File: config.mk
export PLATFORM = sky130hd
export DESIGN_NAME = trsl_core
export DESIGN_NICKNAME = d
export VERILOG_FILES = /design/src/verilog/trsl_core.v
export VERILOG_INCLUDE_DIRS = /design/src /design/src/verilog
export SDC_FILE = /design/constraint.sdc
export NUM_CORES = 1
export LEC_CHECK = 0
export BUFFER_PORTS_ARGS = -buffer_cell sky130_fd_sc_hd__buf_2
export CAP_MARGIN = 10
export CORE_MARGIN = 3
export CORE_UTILIZATION = 50
export CTS_CLUSTER_SIZE = 40
export DETAILED_ROUTE_END_ITERATION = 8
export PLACE_DENSITY = 0.69
export SLEW_MARGIN = 20
export SYNTH_ARGS = -nofsm -noshare
export SYNTH_HDL_FRONTEND = slang
export SYNTH_SLANG_ARGS = --single-unit
File: constraint.sdc
create_clock -name sys_clk -period 12.8 [get_ports sys_clk]
set_input_delay 1.28 -clock sys_clk [delete_from_list [all_inputs] [get_ports sys_clk]]
set_output_delay 1.28 -clock sys_clk [all_outputs]
set_load 0.1 [all_outputs]
File: src/verilog/trsl_consts.vh
/*
  Constants for the run, error and status logic of the thermoelectric
  controller: register offsets, field positions, reset values, timing.
  Assumes a 100 MHz sys_clk and 32-bit APB with byte addresses.
*/
// Notes on behaviour
// run pin is low-active with pull-up; low starts regulation and power stage
// software run mode: final run needs run pin and software start together
// hardware run mode: software start bypassed, run pin alone decides
// active error-clear pin clears all latched error states
// error-clear touches only error latches, never configuration or run state
// healthy output high-active, held inactive while booting after reset
// healthy only with no error; any error drops it
// on-target high-active, active when enabled and within one degree
// on-target inactive when disabled or outside the one degree window
// setpoint source defaults to hardware; degrees equal volts times ten
// temperature voltage output equals degrees divided by ten
// overcurrent cuts the drive in logic, no software in the path
// drive polarity follows heating or cooling demand only
// polarity of digital inputs and outputs is configurable
// errors: sensor fault, overcurrent, power stage over-temperature
// run and error-clear pins synchronised and debounced before use
`ifndef TRSL_CONSTS_VH
`define TRSL_CONSTS_VH

`define TRSL_CLK_MHZ        100
`define TRSL_DEBOUNCE_US    100
`define TRSL_BOOT_US        10000
`define TRSL_DEBOUNCE_CYC   (`TRSL_DEBOUNCE_US * `TRSL_CLK_MHZ)
`define TRSL_BOOT_CYC       (`TRSL_BOOT_US * `TRSL_CLK_MHZ)

`define TRSL_ADDR_CTRL      12'h000
`define TRSL_ADDR_POL       12'h004
`define TRSL_ADDR_SWSP      12'h008
`define TRSL_ADDR_STATUS    12'h00c
`define TRSL_ADDR_IRQSTAT   12'h010
`define TRSL_ADDR_IRQMASK   12'h014
`define TRSL_ADDR_TARGET    12'h018

`define TRSL_CTRL_RUNSW     0
`define TRSL_CTRL_START     1
`define TRSL_CTRL_SPSW      2
`define TRSL_CTRL_RST       3'h0

`define TRSL_POL_RUN        0
`define TRSL_POL_CLR        1
`define TRSL_POL_HEALTHY    2
`define TRSL_POL_ONTGT      3
`define TRSL_POL_RST        4'h0

`define TRSL_SWSP_RST       16'h09c4

`define TRSL_IRQ_ERR        0
`define TRSL_IRQ_ONTGT      1
`define TRSL_IRQ_RUN        2
`define TRSL_IRQ_CLR        3

// temperature in hundredths of a degree, voltages in millivolts
`define TRSL_DEG_PER_VOLT   17'h0000a
`define TRSL_UNIT_RATIO     17'h0000a
`define TRSL_WINDOW         17'h00064

`endif

File: src/verilog/trsl_core.v
/*
  Run combining, error latching, healthy and on-target indication,
  setpoint selection and scaling, Peltier polarity drive, APB registers.
  Assumes fault and run pins are asynchronous, the ADC codes and loop
  demand come from logic on sys_clk, and the APB master is well behaved.
*/
// The APB register port and the register offsets were left to the implementer.
`timescale 1ns/100ps
`include "trsl_consts.vh"

module trsl_core #(
  parameter [23:0] DEBOUNCE_CYCLES = `TRSL_DEBOUNCE_CYC,
  parameter [23:0] BOOT_CYCLES     = `TRSL_BOOT_CYC
) (
  input  wire        sys_clk,
  input  wire        srst,
  input  wire        psel,
  input  wire        penable,
  input  wire        pwrite,
  input  wire [11:0] paddr,
  input  wire [31:0] pwdata,
  output reg  [31:0] prdata,
  output reg         pready,
  output reg         pslverr,
  input  wire        hardwareRunInputN,
  input  wire        errorClearInputN,
  input  wire        sensorFaultIn,
  input  wire        overCurrentIn,
  input  wire        overTempIn,
  input  wire [12:0] setpointVoltageIn,
  input  wire [15:0] sensorTempIn,
  input  wire        loopCoolDemand,
  output reg         healthyOutput,
  output reg         onTargetOutput,
  output reg  [12:0] temperatureVoltageOut,
  output reg         peltierDriveA,
  output reg         peltierDriveB,
  output reg         irqOut
);

  ////////////////////////////////////////////////////////////////////////
  // helpers

  function [15:0] mvToCenti;
    input [12:0] mv;
    reg   [16:0] t;
    begin
      t = ({4'h0, mv} * `TRSL_DEG_PER_VOLT) / `TRSL_UNIT_RATIO;
      mvToCenti = t[15:0];
    end
  endfunction

  function [12:0] centiToMv;
    input [15:0] c;
    reg   [16:0] t;
    begin
      t = ({1'b0, c} * `TRSL_UNIT_RATIO) / `TRSL_DEG_PER_VOLT;
      if (t > 17'h01fff)
        centiToMv = 13'h1fff;
      else
        centiToMv = t[12:0];
    end
  endfunction

  // one-hot register select, used by the write path only; the read mux
  // decodes paddr in a case of its own on the same address constants
  function [6:0] regSelect;
    input [11:0] a;
    begin
      case (a)
        `TRSL_ADDR_CTRL:    regSelect = 7'h01;
        `TRSL_ADDR_POL:     regSelect = 7'h02;
        `TRSL_ADDR_SWSP:    regSelect = 7'h04;
        `TRSL_ADDR_STATUS:  regSelect = 7'h08;
        `TRSL_ADDR_IRQSTAT: regSelect = 7'h10;
        `TRSL_ADDR_IRQMASK: regSelect = 7'h20;
        `TRSL_ADDR_TARGET:  regSelect = 7'h40;
        default:            regSelect = 7'h00;
      endcase
    end
  endfunction

  // window is inclusive at both ends; distance taken without sign so that
  // a reading below and above the setpoint are treated alike
  function withinWindow;
    input [15:0] a;
    input [15:0] b;
    reg   [16:0] d;
    begin
      if (a >= b)
        d = {1'b0, a} - {1'b0, b};
      else
        d = {1'b0, b} - {1'b0, a};
      withinWindow = (d <= `TRSL_WINDOW);
    end
  endfunction

  ////////////////////////////////////////////////////////////////////////
  // pin synchronisers: first stage feeds only the second

  reg  [4:0]  syncA_q;
  reg  [4:0]  syncB_q;
  wire [4:0]  pinRaw;

  assign pinRaw = {overTempIn, overCurrentIn, sensorFaultIn,
                   errorClearInputN, hardwareRunInputN};

  always @(posedge sys_clk) begin
    if (srst) begin
      syncA_q <= 5'h03;
      syncB_q <= 5'h03;
    end else begin
      syncA_q <= pinRaw;
      syncB_q <= syncA_q;
    end
  end

  ////////////////////////////////////////////////////////////////////////
  // debounce of run and clear pins; a level must hold for the full count

  reg  [23:0] dbCnt_q [0:1];
  reg  [1:0]  dbLvl_q;
  integer     i;

  always @(posedge sys_clk) begin
    if (srst) begin
      dbLvl_q    <= 2'h3;
      dbCnt_q[0] <= 24'h000000;
      dbCnt_q[1] <= 24'h000000;
    end else begin
      for (i = 0; i < 2; i = i + 1) begin
        if (syncB_q[i] == dbLvl_q[i]) begin
          dbCnt_q[i] <= 24'h000000;
        end else if (dbCnt_q[i] >= DEBOUNCE_CYCLES - 24'h000001) begin
          dbCnt_q[i] <= 24'h000000;
          dbLvl_q[i] <= syncB_q[i];
        end else begin
          dbCnt_q[i] <= dbCnt_q[i] + 24'h000001;
        end
      end
    end
  end

  ////////////////////////////////////////////////////////////////////////
  // configuration registers

  reg  [2:0]  ctrl_q;
  reg  [3:0]  pol_q;
  reg  [15:0] swSetpoint_q;
  reg  [3:0]  irqStat_q;
  reg  [3:0]  irqMask_q;

  // pull-up keeps an open pin high, which the default polarity reads idle
  wire runPinActive   = ~(dbLvl_q[0] ^ pol_q[`TRSL_POL_RUN]);
  wire clearPinActive = ~(dbLvl_q[1] ^ pol_q[`TRSL_POL_CLR]);

  wire finalRun = ctrl_q[`TRSL_CTRL_RUNSW] ?
                  (runPinActive & ctrl_q[`TRSL_CTRL_START]) :
                  runPinActive;

  ////////////////////////////////////////////////////////////////////////
  // boot hold-off

  reg  [23:0] bootCnt_q;
  reg         booting_q;

  always @(posedge sys_clk) begin
    if (srst) begin
      bootCnt_q <= 24'h000000;
      booting_q <= 1'b1;
    end else if (booting_q) begin
      if (bootCnt_q >= BOOT_CYCLES - 24'h000001)
        booting_q <= 1'b0;
      else
        bootCnt_q <= bootCnt_q + 24'h000001;
    end
  end

  ////////////////////////////////////////////////////////////////////////
  // error latches; a fault still present wins over the clear

  reg  [2:0]  err_q;
  wire [2:0]  faultNow = syncB_q[4:2];
  wire        anyError = (|err_q) | (|faultNow);

  always @(posedge sys_clk) begin
    if (srst)
      err_q <= 3'h0;
    else if (clearPinActive)
      err_q <= faultNow;
    else
      err_q <= err_q | faultNow;
  end

  ////////////////////////////////////////////////////////////////////////
  // setpoint, window and indication

  wire [15:0] targetCenti = ctrl_q[`TRSL_CTRL_SPSW] ? swSetpoint_q :
                            mvToCenti(setpointVoltageIn);
  wire        onTarget    = finalRun &
                            withinWindow(sensorTempIn, targetCenti);
  wire        healthy     = ~booting_q & ~anyError;
  reg         onTargetPrev_q;
  reg         runPrev_q;
  reg         errPrev_q;
  reg         clrPrev_q;

  always @(posedge sys_clk) begin
    if (srst) begin
      healthyOutput         <= 1'b0;
      onTargetOutput        <= 1'b0;
      temperatureVoltageOut <= 13'h0000;
      peltierDriveA         <= 1'b0;
      peltierDriveB         <= 1'b0;
      onTargetPrev_q        <= 1'b0;
      runPrev_q             <= 1'b0;
      errPrev_q             <= 1'b0;
      clrPrev_q             <= 1'b0;
    end else begin
      healthyOutput  <= healthy ^ pol_q[`TRSL_POL_HEALTHY];
      onTargetOutput <= onTarget ^ pol_q[`TRSL_POL_ONTGT];
      temperatureVoltageOut <= centiToMv(sensorTempIn);
      // overcurrent sync path gates the drive directly, one cycle later
      if (finalRun & ~anyError & ~booting_q) begin
        peltierDriveA <= ~loopCoolDemand;
        peltierDriveB <= loopCoolDemand;
      end else begin
        peltierDriveA <= 1'b0;
        peltierDriveB <= 1'b0;
      end
      onTargetPrev_q <= onTarget;
      runPrev_q      <= finalRun;
      errPrev_q      <= anyError;
      clrPrev_q      <= clearPinActive;
    end
  end

  ////////////////////////////////////////////////////////////////////////
  // interrupt events

  wire [3:0] irqEvent;
  assign irqEvent[`TRSL_IRQ_ERR]   = anyError & ~errPrev_q;
  assign irqEvent[`TRSL_IRQ_ONTGT] = onTarget & ~onTargetPrev_q;
  assign irqEvent[`TRSL_IRQ_RUN]   = finalRun ^ runPrev_q;
  assign irqEvent[`TRSL_IRQ_CLR]   = clearPinActive & ~clrPrev_q;

  ////////////////////////////////////////////////////////////////////////
  // APB slave: one wait state, answer registered

  wire        accessReq = psel & penable & ~pready;
  wire        commitWr  = psel & penable & pready & pwrite & ~pslverr;
  // decode is taken from the held address; the master keeps it stable
  // through the access phase, so the commit edge sees the same select
  wire [6:0]  regSel    = regSelect(paddr);
  reg  [31:0] rdMux;
  reg         addrHit;

  always @* begin
    rdMux   = 32'h00000000;
    addrHit = 1'b1;
    case (paddr)
      `TRSL_ADDR_CTRL:    rdMux = {29'h0, ctrl_q};
      `TRSL_ADDR_POL:     rdMux = {28'h0, pol_q};
      `TRSL_ADDR_SWSP:    rdMux = {16'h0, swSetpoint_q};
      `TRSL_ADDR_STATUS:  rdMux = {25'h0, booting_q, err_q, onTarget,
                                   healthy, finalRun};
      `TRSL_ADDR_IRQSTAT: rdMux = {28'h0, irqStat_q};
      `TRSL_ADDR_IRQMASK: rdMux = {28'h0, irqMask_q};
      `TRSL_ADDR_TARGET:  rdMux = {16'h0, targetCenti};
      default:            addrHit = 1'b0;
    endcase
  end

  always @(posedge sys_clk) begin
    if (srst) begin
      pready  <= 1'b0;
      pslverr <= 1'b0;
      prdata  <= 32'h00000000;
    end else if (accessReq) begin
      pready  <= 1'b1;
      pslverr <= ~addrHit;
      prdata  <= pwrite ? 32'h00000000 : rdMux;
    end else begin
      pready  <= 1'b0;
      pslverr <= 1'b0;
    end
  end

  always @(posedge sys_clk) begin
    if (srst) begin
      ctrl_q       <= `TRSL_CTRL_RST;
      pol_q        <= `TRSL_POL_RST;
      swSetpoint_q <= `TRSL_SWSP_RST;
      irqMask_q    <= 4'h0;
    end else if (commitWr) begin
      // read-only words ignore the write; upper data bits are dropped
      if (regSel[0])
        ctrl_q       <= pwdata[2:0];
      if (regSel[1])
        pol_q        <= pwdata[3:0];
      if (regSel[2])
        swSetpoint_q <= pwdata[15:0];
      if (regSel[5])
        irqMask_q    <= pwdata[3:0];
    end
  end

  // a new event in the clearing cycle survives the write of one
  always @(posedge sys_clk) begin
    if (srst) begin
      irqStat_q <= 4'h0;
      irqOut    <= 1'b0;
    end else begin
      if (commitWr && regSel[4])
        irqStat_q <= (irqStat_q & ~pwdata[3:0]) | irqEvent;
      else
        irqStat_q <= irqStat_q | irqEvent;
      irqOut <= |(irqStat_q & irqMask_q);
    end
  end

endmodule // trsl_core

==> results.txt <==
- The flow ran to the end, and the final reports show no timing, DRC or antenna violations.
- Final wirelength: 37500 um
- The largest total area in the synthesized netlist belongs to sky130_fd_sc_hd__dfxtp_1.
* Longest Clk Path Bufs: 2
- Counting flops and latches in the post-synthesis netlist gives 159.
- Final-report max-slew violation count: 0
- The cell area that synthesis handed to floorplanning was 13700 um2.
- Number of placed I/O pins: 136
- In this run, synthesis inferred 48 flip-flops with an integrated enable.
- Cell with the largest stage delay on the worst path: sky130_fd_sc_hd__or4_1
* DIE WIDTH: 171 um
- The number of global-route vias before repair came to 12.0k.
* Clock root buffer: sky130_fd_sc_hd__clkbuf_16
- After detailed routing, the met2 layer carries 17000 um of wire.
- Worst reg-to-reg path cell count: 25
- Most frequently used flop master after synthesis: sky130_fd_sc_hd__dfxtp_1
* Combinational family with the most area after synthesis: compound AO/OA/AOI/OAI gates
- Routability-driven placement finished with a final weighted congestion of 0.938.
- The share of the synthesized area in compound gates (AO/OA/AOI/OAI) was 0.268.
- Maximum vdd drop: 0.205 mV
* Reg-to-Reg End: onTargetOutput
* Starting Density: 0.517
- The startpoint identified for the worst hold timing path is syncA_q[1].
- Fraction of registers with async set/reset: 0
* Fraction of synthesized area in multiplexers: 0.0349
- The largest single stage delay on the critical path is 0.63 ns.
* Cell area after layout: 15300 um2
- After the last flow step, the layout net total stands at 2020.
* First drt pass iteration count: 5
- Setup crit end kind: flip-flop
- On the critical path the largest part of the delay comes from compound AO/OA/AOI/OAI gates.
- Global-route usage over all layers: 0.247
- STA puts the critical path data arrival time at 12.43 ns.
- Die outline area: 29300 um2
- The detailed router placed 13.5k vias in this run.
* Min Clock Period, post-route: 12.08 ns
- Maximum number of pins on one net before global-route repair: 79
- Post-DP HPWL: 27800 um
- Headroom to the max-slew limit came out at 0.266.
- Worst setup SP type: input port
- Along the worst path, the maximum fanout reaches 10.
- Clock-pin slew was measured on the worst setup and hold paths at 0.07 ns.
* Depth of the worst hold-timing path: 1
* Arithmetic-cell share of the synthesized area counting full adders, half adders and majority gates: 0.0796
- The count of nets left with antenna violations once routing finished came out at 0.
- CTS H-tree depth: 4
* Max-cap viol count: 0
* Number of standard-cell rows in the floorplan: 59
* Chip height: 171 um
- Placed cells: 2167
- Static Leakage: 0.00618 uW
- Most frequent cell on the critical path: sky130_fd_sc_hd__a21oi_1
* RR Startpoint: ctrl_q[2]
* Total of buffers placed on input and output ports: 103
* Post-route worst setup slack: 0.715 ns
- The critical path in this run is classified as input port to flip-flop.
* Worst min path class: flip-flop to flip-flop
- Wire segments on met3 add up to 2690 um in the final route.
* Buf/Inv on CP: 6
- Clock skew after layout: 0.0161 ns
- Area share of and/or/nand/nor cells after synthesis: 0.233
- Worst slack at placement: 0.249 ns
- Final Hold Vio Count: 0
- In this run, CTS created clock tree buffers numbering 17.
* Clock tree from TritonCTS: done
* Clock sink count: 159
- Global route total overflow: 0
- Actual slew at the worst max-slew pin: 1.09 ns
* Overall power of the completed layout: 3730 uW
- Part of the cycle the worst path needs: 0.944
* Setup slack on the worst flop-to-flop path: 6.90 ns
* Setup Viol. Count Final: 0
* Total core area: 26400 um2
* Maximum clock frequency: 0.0827 GHz
- In the final layout, the share of cells above drive strength 1 is 0.119.
- Total negative slack: 0 ns
* Initial DRC count: 1177
- WHS Endpoint: syncB_q[1]
- Synth top area cells: sky130_fd_sc_hd__dfxtp_1, sky130_fd_sc_hd__edfxtp_1, sky130_fd_sc_hd__ha_1
- Compared with the post-synthesis result, the final layout area differs by 11.7%.
- Initial antenna violation count: 3
- Buffers inserted during post-CTS setup optimization: 0
* Routed metal-1 wire length: 17000 um
* Final cell count without fillers: 2201
* Sequential fraction of the synthesis area: 0.268
* Synthesized instance count: 1728
- The placed instances occupy a cell area of 14600 um2.
- Worst-Skew Late Latency: 0.43 ns
- Fraction of synthesized cell area in xor and xnor cells: 0.0610
- Averaged over all synthesized cells, the footprint is 7.90 um2.
* Critical path data required time: 13.15 ns
- Routed signal wires occupy layers up through met5.
- Count of unresolved DRC violations after routing: 0
- Dividing total power by cell area gives a power density of 244 nW/um2.
- Share of the synthesized area in the top cell type: 0.163
* RSZ-0062 raised after global routing: false
* First-pass GRT wire length: 60000 um
- Yosys mapped the design onto 103 distinct sky130hd cell types.
- Average via count per standard cell: 6.13
- Routed length per instance: 17.1 um
- Yosys Warn Count: 0
==> flip-flops by register name, summed over array words and instances, names as in the netlist, 2 cells and up <==
register and flops:
syncB_q 5, temperatureVoltageOut 13, pol_q 4, dbCnt_q 48, err_q 3, bootCnt_q 24
syncA_q 5, irqStat_q 4, ctrl_q 3, swSetpoint_q 16, prdata 16, irqMask_q 4
dbLvl_q 2
==> how the worst max path moves through the flow <==
stage                     cells past startpoint  slack [ns]            startpoint             end
after floorplan                              46        1.44  setpointVoltageIn[1]  onTargetOutput
after global placement                       47        0.35  setpointVoltageIn[1]  onTargetOutput
after detailed placement                     47        0.25  setpointVoltageIn[1]  onTargetOutput
after CTS                                    46        0.64  setpointVoltageIn[1]  onTargetOutput
after global routing                         50       0.009  setpointVoltageIn[1]  onTargetOutput
final                                        49        0.72  setpointVoltageIn[1]  onTargetOutput
==> through the flow <==
stage | utilization | hold WS, ns
finish | 0.577 | 0.410
global route | 0.577 | 0.437
CTS | 0.574 | 0.408
detailed placement | 0.552 | 0.392
global placement | 0.552 | 0.391
floorplan | - | 0.389
==> placed cells by master (no fill, tap or decap), types with 33 or more instances in the layout <==
master                     instances
sky130_fd_sc_hd__nor2_1          200
sky130_fd_sc_hd__nand2_1         147
sky130_fd_sc_hd__dfxtp_1         111
sky130_fd_sc_hd__a21oi_1         102
sky130_fd_sc_hd__buf_2           102
sky130_fd_sc_hd__o21ai_0          95
sky130_fd_sc_hd__conb_1           84
sky130_fd_sc_hd__ha_1             82
sky130_fd_sc_hd__inv_1            64
sky130_fd_sc_hd__nand3_1          64
sky130_fd_sc_hd__xnor2_1          56
sky130_fd_sc_hd__edfxtp_1         48
sky130_fd_sc_hd__nor3_1           44
sky130_fd_sc_hd__mux2i_1          33
==> report_power, final <==
| group | internal, uW | switching, uW | leakage, uW | total [uW] |
|---|---|---|---|---|
| Clock | 260 | 244 | 0.000269 | 503 |
| Sequential | 551 | 15.0 | 0.00139 | 566 |
| Combinational | 987 | 1670 | 0.00453 | 2660 |
| Total | 1800 | 1930 | 0.00618 | 3730 |
==> Yosys cell counts, drive strengths merged, types with 23 or more instances <==
cell	n
buf	33
a21o	29
edfxtp	48
nor3	47
dfxtp	111
and3	32
ha	82
o211ai	23
a21oi	104
clkbuf	73
o21a	31
xor2	35
nor2	202
nor2b	25
or3	28
xnor2	58
nand3	64
nand2	148
o21ai	104
mux2i	33
inv	64
==> worst register-to-register path, cell delays in order, from the launching register on <==
cell,delay [ns]
sky130_fd_sc_hd__dfxtp_1,0.33
sky130_fd_sc_hd__clkinv_1,0.30
sky130_fd_sc_hd__a21bo_2,0.32
sky130_fd_sc_hd__ha_1,0.32
sky130_fd_sc_hd__nor2b_1,0.14
sky130_fd_sc_hd__o21ai_0,0.19
sky130_fd_sc_hd__a21boi_0,0.11
sky130_fd_sc_hd__o21ai_0,0.25
sky130_fd_sc_hd__a21oi_1,0.13
sky130_fd_sc_hd__o31a_1,0.31
sky130_fd_sc_hd__o21a_1,0.17
sky130_fd_sc_hd__o21a_1,0.18
sky130_fd_sc_hd__o21a_1,0.17
sky130_fd_sc_hd__o21a_1,0.16
sky130_fd_sc_hd__o21ai_0,0.21
sky130_fd_sc_hd__a21oi_1,0.20
sky130_fd_sc_hd__buf_4,0.18
sky130_fd_sc_hd__nor2_1,0.31
sky130_fd_sc_hd__buf_4,0.26
sky130_fd_sc_hd__nor3_1,0.06
sky130_fd_sc_hd__a21oi_1,0.16
sky130_fd_sc_hd__xnor2_1,0.15
sky130_fd_sc_hd__nand4_1,0.12
sky130_fd_sc_hd__or4_1,0.63
sky130_fd_sc_hd__or3_1,0.35
sky130_fd_sc_hd__a21oi_1,0.13
==> cells by family (layout without fill, tap and decap cells) <==
family	after synthesis	count (layout)
AOI/OAI and AO/OA	519	519
xor gates and xnor gates	93	93
DFF	159	159
buffers and inverters	173	228
and+or+nand+nor	653	653
muxes	43	43
adders and majority gates	86	86
other	2	85
==> routing by layer <==
layer	up-vias	track usage
met5	-	0
met4	4	0.0717
met3	58	0.0391
met2	526	0.391
met1	6305	0.350
li1	6600	-
==> timing repair <==
item,CTS,global route
resized for setup,0,8
endpoints found under the setup margin,0,4
hold buffers,0,0
==> layout make-up <==
class | instances | area (um2)
Fill cell | 2476 | 11200
Multi-Input combinational cell | 1478 | 9630
Sequential cell | 159 | 3660
Timing Repair Buffer | 129 | 717
Clock buffer | 18 | 429
Tap cell | 335 | 419
Inverter | 67 | 251
Clock inverter | 14 | 150
Antenna cell | 1 | 2.50
Power figures use the tool's default switching activity.
